--- src/hw/vaddr_reloc_pkg.sv ---
// Constants, types and control table of the address relocation unit.
// Shared by the unit and by anything that drives or watches its ports.
package vaddr_reloc_pkg;
   localparam int CLK_MHZ = 100;
   // Register map (physical addresses)
   localparam logic [10:0] KT_PAGE_BLK = 11'h7F5; // PAR/PAGE_DESCRIPTOR_REGISTER block, bit 6 splits
   localparam logic [17:0] SR0_ADR = 18'h3FF7A;
   localparam logic [17:0] SR2_ADR = 18'h3FF7E;
   localparam logic [17:0] PSX_ADR = 18'h3FFFE;
   localparam logic [11:0] PROC_PAGE = 12'hFFF; // Processor-internal page
   // Status/control fields
   localparam int SR0_EN = 0;
   localparam int SR0_MAINT = 8;
   localparam int SR0_NRES = 15;
   localparam int SR0_LEN = 14;
   localparam int SR0_RO = 13;
   localparam logic [15:0] SR0_SW_MASK = 16'hE101;
   localparam logic [15:0] PDR_MASK = 16'h7F0F;
   // Descriptor keys and modes
   localparam logic [2:0] KEY_NRES0 = 3'h0;
   localparam logic [2:0] KEY_RO = 3'h2;
   localparam logic [2:0] KEY_NRES4 = 3'h4;
   localparam logic [1:0] MODE_KERNEL = 2'h0;
   localparam logic [1:0] MODE_USER = 2'h3;
   // Instruction patterns
   localparam logic [8:0] OP_MTP = 9'h036;
   localparam logic [8:0] OP_MFP = 9'h035;
   localparam logic [15:0] OP_RESET = 16'h0005;
   localparam logic [15:0] OP_NOP = 16'h00A0;
   localparam logic [15:0] MOV_FROM_SP = 16'h1580; // MOV (SP)+,dd
   localparam logic [15:0] MOV_TO_SP = 16'h1026; // MOV ss,-(SP)
   // Target of an access
   typedef enum logic [1:0] {TGT_EXT, TGT_KT, TGT_PROC} target_t;
   typedef struct packed {
      logic start; logic write; logic fetch; logic [15:0] va;
   } bus_req_t;
   typedef struct packed {
      logic ps_load; logic ps_read; logic ir_valid;
   } impl_t;
   // Mode control table, 4 bits: A B C D
   function automatic logic [3:0] ctl_rom(input logic [7:0] a);
      unique case (a)
         8'h62, 8'h64, 8'h61, 8'hA2, 8'hA6: ctl_rom = 4'hC;
         8'h71, 8'h72, 8'h74, 8'hB2, 8'hB5: ctl_rom = 4'h1;
         8'h85, 8'h81, 8'h94, 8'h95, 8'hF5: ctl_rom = 4'h1;
         8'hF6, 8'h9C, 8'h91, 8'h9E, 8'h90: ctl_rom = 4'h1;
         8'hFC, 8'hBD, 8'hBE: ctl_rom = 4'h1;
         8'h80: ctl_rom = 4'h9;
         8'h84: ctl_rom = 4'h8;
         8'h8D, 8'h07, 8'hD6, 8'hD7, 8'h4B: ctl_rom = 4'h4;
         8'hD8, 8'hD9, 8'hDA: ctl_rom = 4'h4;
         8'h4D, 8'h3F: ctl_rom = 4'h6;
         8'h60: ctl_rom = 4'h2;
         default: ctl_rom = 4'h0;
      endcase
   endfunction
endpackage

--- src/hw/vaddr_reloc.sv ---
// Virtual-to-physical address relocation unit with page protection.
// Assumes one 100 MHz clock shared with the processor; all inputs except nrst_in are
// synchronous. Bus handshakes are abstracted to one-cycle pulses.
`timescale 1ns/1ps
`default_nettype none

module vaddr_reloc
   import vaddr_reloc_pkg::*;
(
   input  wire logic        mclk_in,
   input  wire logic        nrst_in,
   input  wire bus_req_t    req_in,
   input  wire impl_t       impl_in,
   input  wire logic [15:0] internal_write_data_mux_in,
   input  wire logic [15:0] ir_in,
   input  wire logic [8:0]  microbranch_pointer_in,
   input  wire logic        console_in,
   input  wire logic [17:0] switch_in,
   output logic [17:0]      pba_out,
   output logic [1:0]       target_out,
   output logic [15:0]      bus_data_out,
   output logic             bus_data_oe_out,
   output logic [15:0]      rd_bus_out,
   output logic             rd_bus_oe_out,
   output logic             msyn_inhibit_out,
   output logic             ssyn_out,
   output logic             fault_out,
   output logic             fetch_repeat_out
);

   logic              rst_meta_r;
   logic              rst_n_r;
   logic [11:0]       par_r [8];
   logic [15:0]       pdr_r [8];
   logic [15:0]       sr0_r;
   logic [15:0]       sr2_r;
   logic [3:0]        ctl_r;
   logic [3:0]        psx_r;
   logic [1:0]        tmp_r;
   logic              mtp_r;
   logic              mfp_r;
   logic [17:0]       pba_nxt;
   logic [2:0]        pg;
   logic [1:0]        mode;
   logic              reloc;
   logic              frozen;
   logic              kt_hit;
   logic              pdr_sel;
   logic              wr_kt;
   logic [2:0]        abort_nxt;
   logic [15:0]       rdata;
   logic [2:0]        key;
   logic [6:0]        permitted_block_count;
   target_t           tgt;

   // Reset release through two flops
   always_ff @(posedge mclk_in or negedge nrst_in) begin
      if (!nrst_in) begin
         rst_meta_r <= 1'b0;
         rst_n_r    <= 1'b0;
      end else begin
         rst_meta_r <= 1'b1;
         rst_n_r    <= rst_meta_r;
      end
   end

   // Mode select from table bits A B
   always_comb begin
      unique case (ctl_r[3:2])
         2'b00: mode = psx_r[3:2];
         2'b01: mode = tmp_r;
         2'b10: mode = mtp_r ? psx_r[1:0] : psx_r[3:2];
         2'b11: mode = mfp_r ? psx_r[1:0] : psx_r[3:2];
      endcase
   end

   // Relocation enable: normal, or maintenance on destination cycle
   assign reloc = sr0_r[SR0_EN] | (sr0_r[SR0_MAINT] & ctl_r[0]);
   assign pg = req_in.va[15:13];
   assign frozen = |sr0_r[SR0_NRES:SR0_RO];
   assign key = pdr_r[pg][2:0];
   assign permitted_block_count = pdr_r[pg][14:8];

   // Physical address formation
   always_comb begin
      if (console_in)
         pba_nxt = {switch_in[17:6], req_in.va[5:0]};
      else if (reloc)
         pba_nxt = {par_r[pg] + {5'h00, req_in.va[12:6]}, req_in.va[5:0]};
      else
         pba_nxt = {2'b00, req_in.va};
   end

   // Full-address target decode; bit 6 splits base from descriptor
   assign kt_hit = (pba_nxt[17:7] == KT_PAGE_BLK) || (pba_nxt == SR0_ADR)
                   || (pba_nxt == SR2_ADR) || (pba_nxt == PSX_ADR);
   assign pdr_sel = pba_nxt[6];
   always_comb begin
      if (kt_hit)
         tgt = TGT_KT;
      else if (pba_nxt[17:6] == PROC_PAGE)
         tgt = TGT_PROC;
      else
         tgt = TGT_EXT;
   end
   assign wr_kt = req_in.start & req_in.write & kt_hit;

   // Access checks; downward pages use bit 3 of the descriptor
   always_comb begin
      abort_nxt = 3'b000;
      if (req_in.start && reloc && !console_in) begin
         abort_nxt[2] = (key == KEY_NRES0) || (key == KEY_NRES4)
                        || (mode != MODE_KERNEL && mode != MODE_USER);
         if (pdr_r[pg][3])
            abort_nxt[1] = req_in.va[12:6] < permitted_block_count;
         else
            abort_nxt[1] = req_in.va[12:6] > permitted_block_count;
         abort_nxt[0] = req_in.write && (key == KEY_RO);
      end
   end

   // Register read multiplexer
   always_comb begin
      rdata = 16'h0000;
      if (pba_nxt[17:7] == KT_PAGE_BLK)
         rdata = pdr_sel ? pdr_r[req_in.va[3:1]] : {4'h0, par_r[req_in.va[3:1]]};
      else if (pba_nxt == SR0_ADR)
         rdata = sr0_r;
      else if (pba_nxt == SR2_ADR)
         rdata = sr2_r;
      else if (pba_nxt == PSX_ADR)
         rdata = {psx_r, 12'h000};
   end

   // Page base and descriptor storage, one pair per page
   generate
      for (genvar i = 0; i < 8; i++) begin : g_page
         always_ff @(posedge mclk_in or negedge rst_n_r) begin
            if (!rst_n_r) begin
               par_r[i] <= 12'h000;
               pdr_r[i] <= 16'h0000;
            end else if (wr_kt && pba_nxt[17:7] == KT_PAGE_BLK
                         && req_in.va[3:1] == 3'(i)) begin
               if (pdr_sel)
                  pdr_r[i] <= internal_write_data_mux_in & PDR_MASK;
               else
                  par_r[i] <= internal_write_data_mux_in[11:0];
            end
         end
      end
   endgenerate

   // Status/control: new aborts win over a software clear;
   // a write touches only the writable bits so bits 6:1 stay frozen
   always_ff @(posedge mclk_in or negedge rst_n_r) begin
      if (!rst_n_r) begin
         sr0_r <= 16'h0000;
      end else begin
         if (wr_kt && pba_nxt == SR0_ADR)
            sr0_r[15:0] <= (internal_write_data_mux_in & SR0_SW_MASK) | (sr0_r & ~SR0_SW_MASK)
                           | {abort_nxt, 13'h0000};
         else
            sr0_r[15:13] <= sr0_r[15:13] | abort_nxt;
         if (req_in.start && reloc && !frozen) begin
            sr0_r[6:5] <= mode;
            sr0_r[3:1] <= pg;
         end
      end
   end

   // Fetch address capture, held while aborts stand
   always_ff @(posedge mclk_in or negedge rst_n_r) begin
      if (!rst_n_r)
         sr2_r <= 16'h0000;
      else if (req_in.start && req_in.fetch && !frozen && abort_nxt == 3'b000)
         sr2_r <= req_in.va;
   end

   // Mode control table output register
   always_ff @(posedge mclk_in or negedge rst_n_r) begin
      if (!rst_n_r)
         ctl_r <= 4'h0;
      else
         ctl_r <= ctl_rom(microbranch_pointer_in[7:0]);
   end

   // Mode bits: implicit load beats bus write; C without B shifts current to previous
   always_ff @(posedge mclk_in or negedge rst_n_r) begin
      if (!rst_n_r) begin
         psx_r <= 4'h0;
         tmp_r <= 2'b00;
      end else begin
         if (impl_in.ps_load)
            psx_r <= internal_write_data_mux_in[15:12];
         else if (wr_kt && pba_nxt == PSX_ADR)
            psx_r <= internal_write_data_mux_in[15:12];
         else if (ctl_r[1] && !ctl_r[2])
            psx_r[1:0] <= psx_r[3:2];
         if (ctl_r[1])
            tmp_r <= ctl_r[2] ? psx_r[3:2] : 2'b00;
      end
   end

   // Instruction rewrite; the kind is kept for mode selection
   always_ff @(posedge mclk_in or negedge rst_n_r) begin
      if (!rst_n_r) begin
         mtp_r            <= 1'b0;
         mfp_r            <= 1'b0;
         fetch_repeat_out <= 1'b0;
      end else begin
         fetch_repeat_out <= 1'b0;
         if (impl_in.ir_valid) begin
            mtp_r <= ir_in[14:6] == OP_MTP;
            mfp_r <= ir_in[14:6] == OP_MFP;
            fetch_repeat_out <= (ir_in[14:6] == OP_MTP) || (ir_in[14:6] == OP_MFP)
                                || (ir_in == OP_RESET && psx_r[3:2] == MODE_USER);
         end
      end
   end

   // Register data bus: jammed code beats implicit mode read
   always_ff @(posedge mclk_in or negedge rst_n_r) begin
      if (!rst_n_r) begin
         rd_bus_out    <= 16'h0000;
         rd_bus_oe_out <= 1'b0;
      end else begin
         rd_bus_oe_out <= 1'b0;
         rd_bus_out    <= 16'h0000;
         if (impl_in.ir_valid && ir_in == OP_RESET && psx_r[3:2] == MODE_USER) begin
            rd_bus_out    <= OP_NOP;
            rd_bus_oe_out <= 1'b1;
         end else if (impl_in.ir_valid && ir_in[14:6] == OP_MTP) begin
            rd_bus_out    <= MOV_FROM_SP | {10'h000, ir_in[5:0]};
            rd_bus_oe_out <= 1'b1;
         end else if (impl_in.ir_valid && ir_in[14:6] == OP_MFP) begin
            rd_bus_out    <= MOV_TO_SP | {4'h0, ir_in[5:0], 6'h00};
            rd_bus_oe_out <= 1'b1;
         end else if (impl_in.ps_read) begin
            rd_bus_out    <= {psx_r, 12'h000};
            rd_bus_oe_out <= 1'b1;
         end
      end
   end

   // Address, target, bus data and false bus cycle
   always_ff @(posedge mclk_in or negedge rst_n_r) begin
      if (!rst_n_r) begin
         pba_out          <= 18'h00000;
         target_out       <= TGT_EXT;
         bus_data_out     <= 16'h0000;
         bus_data_oe_out  <= 1'b0;
         msyn_inhibit_out <= 1'b0;
         ssyn_out         <= 1'b0;
         fault_out        <= 1'b0;
      end else begin
         pba_out          <= pba_nxt;
         target_out       <= tgt;
         msyn_inhibit_out <= req_in.start & kt_hit;
         ssyn_out         <= req_in.start & kt_hit;
         bus_data_oe_out  <= req_in.start & kt_hit & ~req_in.write;
         bus_data_out     <= (req_in.start & kt_hit & ~req_in.write) ? rdata : 16'h0000;
         fault_out        <= |abort_nxt;
      end
   end

   // Checks
   AST_PASS: assert property (@(posedge mclk_in) disable iff (!rst_n_r)
      (!console_in && !reloc) |=> pba_out[17:16] == 2'b00)
      else $error("pass-through high bits not zero");
   AST_CONSOLE: assert property (@(posedge mclk_in) disable iff (!rst_n_r)
      console_in |=> pba_out == {$past(switch_in[17:6]), $past(req_in.va[5:0])})
      else $error("console address not passed");
   AST_LOWBITS: assert property (@(posedge mclk_in) disable iff (!rst_n_r)
      1'b1 |=> pba_out[5:0] == $past(req_in.va[5:0]))
      else $error("low address bits altered");
   AST_FALSE_CYCLE: assert property (@(posedge mclk_in) disable iff (!rst_n_r)
      (req_in.start && kt_hit) |=> ssyn_out && msyn_inhibit_out && target_out == TGT_KT)
      else $error("own access reached the bus");
   AST_FAULT: assert property (@(posedge mclk_in) disable iff (!rst_n_r)
      (abort_nxt != 3'b000) |=> fault_out && (sr0_r[15:13] & $past(abort_nxt)) == $past(abort_nxt))
      else $error("abort not flagged");
   AST_RO: assert property (@(posedge mclk_in) disable iff (!rst_n_r)
      (req_in.start && reloc && !console_in && req_in.write && key == KEY_RO) |=> sr0_r[SR0_RO])
      else $error("read-only write not flagged");
   AST_FREEZE: assert property (@(posedge mclk_in) disable iff (!rst_n_r)
      frozen |=> $stable(sr2_r) && $stable(sr0_r[6:1]))
      else $error("status moved while frozen");
   AST_NOP: assert property (@(posedge mclk_in) disable iff (!rst_n_r)
      (impl_in.ir_valid && ir_in == OP_RESET && psx_r[3:2] == MODE_USER)
      |=> fetch_repeat_out && rd_bus_oe_out && rd_bus_out == OP_NOP)
      else $error("user reset not turned into no-op");
   AST_TABLE: assert property (@(posedge mclk_in) disable iff (!rst_n_r)
      1'b1 |=> ctl_r == ctl_rom($past(microbranch_pointer_in[7:0])))
      else $error("table register stale");
   AST_FETCH: assert property (@(posedge mclk_in) disable iff (!rst_n_r)
      (req_in.start && req_in.fetch && !frozen && abort_nxt == 3'b000)
      |=> sr2_r == $past(req_in.va))
      else $error("fetch address not captured");

endmodule

`default_nettype wire

--- config.mk ---
export PLATFORM = sky130hd
export DESIGN_NAME = vaddr_reloc
export DESIGN_NICKNAME = d
export VERILOG_FILES = /design/src/hw/vaddr_reloc_pkg.sv /design/src/hw/vaddr_reloc.sv
export SDC_FILE = /design/constraint.sdc
export NUM_CORES = 1
export LEC_CHECK = 0
export ABC_CLOCK_PERIOD_IN_PS = 7600
export BUFFER_PORTS_ARGS = -buffer_cell sky130_fd_sc_hd__clkbuf_2
export CAP_MARGIN = 20
export CORE_MARGIN = 2
export CORE_UTILIZATION = 34
export DETAILED_ROUTE_END_ITERATION = 12
export GPL_ROUTABILITY_DRIVEN = 1
export PLACE_DENSITY_LB_ADDON = 0.1
export SYNTH_ARGS = -nofsm -noshare
export SYNTH_HDL_FRONTEND = slang
export SYNTH_SLANG_ARGS = --single-unit
--- constraint.sdc ---
create_clock -name mclk_in -period 7.6 [get_ports mclk_in]
set_input_delay 0.38 -clock mclk_in [delete_from_list [all_inputs] [get_ports mclk_in]]
set_output_delay 0.38 -clock mclk_in [all_outputs]
set_load 0.03 [all_outputs]
==> results.md <==
- Leakage: about 8.2 nW
- Initial DRC count: 761
- Run status: completed
- Post-synth top area cell: dfrtp_1
- Worst Setup SP: req_in[13]
- Cell variety after synth: 70
- Die Area: 0.0453 mm^2
- Die height: 213 um
- Highest clock rate: about 0.17 GHz
- Via density: 5.40
- Max IR drop VDD: 0.122 mV
- Layout Nets: 1302
- Clock slew at the register clock pins of the worst setup and hold paths: 60 ps
- Clk_lat worst skew: 540 ps
- Clock Tree Buf Depth: 3
- Buf/Inv on CP: 2
- Final GP Congestion: approximately 0.79
- CP max stage delay: 860 ps
- Post-Place Cells: 1746
- Worst Hold Class: in -> reg
- Wire length per cell: between 20 and 25 um
- CP top delay family: simple AND/OR/NAND/NOR gates
- Fill cells: 4099
- Post-synth EDFFs: 0
- Hold endpoint: pba_out[9]
- Max-slew headroom: 32.3%
- GRT overflow: 0
- Crit share post-route: 75.6%
- Syn Nets: 1174
- Num CTS Buffers: 36
- CTS Hold Bufs: 4
- Area Overhead vs Synth: 17.6%
- Row Count: 76
- Largest net degree at the start of global routing: 160
- Post-CTS setup buffers: 0
- Storage cell area: 0.00704 mm^2
- GRT Util Overall: 19.9%
- TritonCTS clock tree: yes
- Drt drc: 0
- Multi-input gate area: 0.00733 mm^2
- Worst R2R Path Depth: 13
- Fin crit period: 5750 ps
- Routed WL: around 44000 um
- Vias in the first global route: 9992
- Synth Instances: 1075
- CP max stage cell: nor4_4
- Critical Path Stages: 14
- DP HPWL: 28500 um
- Critical path's most frequent cell: buf_4
- Ant diodes: 0
- Synthesis warning total: 0
- Skew final: 18.0 ps
- Syn_area_per_cell: roughly 14 um^2
- R2R Setup Slk: between 1500 and 2000 ps
- Reg-to-Reg End: par_r[68]
- Clock root cell: clkbuf_16
- Dominant cells by area after synthesis: dfrtp_1 47%, mux2_2 16%, mux4_2 15%
- RSZ-0062 raised after global routing: false
- Largest fanout on the critical path: 32
- Post-Synthesis Cell Area: 0.0148 mm^2
- First-pass DRT Iterations: 4
- Count of port buffers added during placement: 134
- Initial antenna violation count: 0
- Sequential area share after synthesis: a little under half
- Main flop type after synthesis: dfrtp_1
- Vias: 9794
- Post-DRT Antenna Nets: 0
- Post-Route Setup TNS: 0 ps
- Number of synthesized register bits: 281
- First-pass GRT wire length: 65900 um
- Final Hold Fails: 0
- FF-to-FF Start: par_r[1]
- Final std cells w/o fill: 1814
- Critical path arrival: 6170 ps
- Cell chain of the critical path: buf_4 > mux4_2 > mux2i_1 > fa_1 > nor2b_1 > o31a_1 > o41ai_1 > nor2_1 > xor2_1 > o221ai_1 > nand4_2 > nor4_4 > buf_4 > mux2_2
- Ys async rst share: 100%
- Worst Setup End Kind: flip-flop
- Hold path cells: 2
- MaxCap Viol Count: 0
- Clock sink count: 281
- Setup violators final: 0
- Hold_ws: 60.4 ps
- Layout cells sized above 1: 46.1%
- Die width: 213 um
- Worst-margin pin slew: 1010 ps
- Commonest non-fill, non-tap cells in the layout: 280 x dfrtp_1, 214 x mux2_2, 132 x clkbuf_2
- Slew Viols, Final: 0
- Most common cell after layout, fill and taps aside: dfrtp_1
- Starting Density: 34.4%
- Post-synth top area share: 47.4%
- PwrDens: 206 mW/mm^2
- Crit path kind: in -> reg
- Setup crit start kind: input port
- H-tree levels: 2
- Post-CTS sizing: 0
- Placeable Area: 0.0431 mm^2
- Worst path required time: 8020 ps
- # IOs: approximately 140
- Min-delay src: switch_in[9]
## state kept, by name, summed over array words and instances, names as in the netlist
| signal | count |
|---|---|
| par_r | 96 |
| pdr_r | 88 |
| pba_out | 18 |
| bus_data_out | 16 |
| rd_bus_out | 16 |
| sr2_r | 16 |
| sr0_r | 10 |
| ctl_r | 4 |
| psx_r | 4 |
| target_out | 2 |
| tmp_r | 2 |
| bus_data_oe_out | 1 |
| fault_out | 1 |
| fetch_repeat_out | 1 |
| mfp_r | 1 |
| mtp_r | 1 |
| rd_bus_oe_out | 1 |
| rst_meta_r | 1 |
| rst_n_r | 1 |
| ssyn_out | 1 |
## cells by family after synthesis
logic type | count (synthesis) | synth area share, %
multiplexers | 354 | 34.4
flip-flops | 281 | 47.4
XOR/XNOR | 8 | 0.473
other | 1 | 0.0253
AO/OA/AOI/OAI | 117 | 5.49
buffers and inverters | 108 | 3.33
adder cells (fa/ha/maj) | 15 | 1.32
AND/OR/NAND/NOR | 191 | 7.53
## synthesized netlist by cell type (all sizes together) (17+ instances only)
master / number
mux2: 224
nor3: 17
nor2: 45
nand2: 37
o21ai: 23
buf: 40
inv: 25
mux2i: 28
dfrtp: 281
mux4: 102
a21oi: 27
clkbuf: 42
## metrics by stage
stage | utilization, % | instance area [um^2] | power, mW | setup slack, ps
floorplan | - | 14800 | 1.71 | 2330
global placement | 37.5 | 16100 | 1.81 | 1330
detailed placement | 37.5 | 16100 | 1.81 | 1360
CTS | 40.5 | 17400 | 3.67 | 1940
global route | 40.5 | 17400 | 3.75 | 1570
finish | 40.5 | 17400 | 3.60 | 1850
## routing by layer
layer / global-route usage [%] / wire (um) / up-vias
li1: - / - / 4355
met1: 28.9 / 20700 / 5162
met2: 31.3 / 20300 / 227
met3: 2.72 / 1730 / 50
met4: 5.45 / 893 / 0
met5: 0 / 0 / -
## cell type report
type / instances / area share [%]
multi-input combinational: 686 / 42.0
sequential: 281 / 40.4
clock buffer: 52 / 6.09
timing repair buffer: 172 / 5.64
tap: 585 / 4.20
clock inverter: 12 / 1.12
inverter: 26 / 0.560
## worst max-delay path by stage
stage	end	slack (ps)
global placement	par_r[68]	1330
floorplan	par_r[61]	2330
detailed placement	par_r[68]	1360
CTS	par_r[68]	1940
global route	par_r[60]	1570
finish	par_r[68]	1850
## power breakdown
part / switching (mW) / leakage (nW) / internal (mW)
Sequential: 0.0105 / 3.84 / 1.51
Combinational: 0.176 / 3.70 / 0.0814
Clock: 0.675 / 0.617 / 1.14
(Power assumes the default switching activity.)
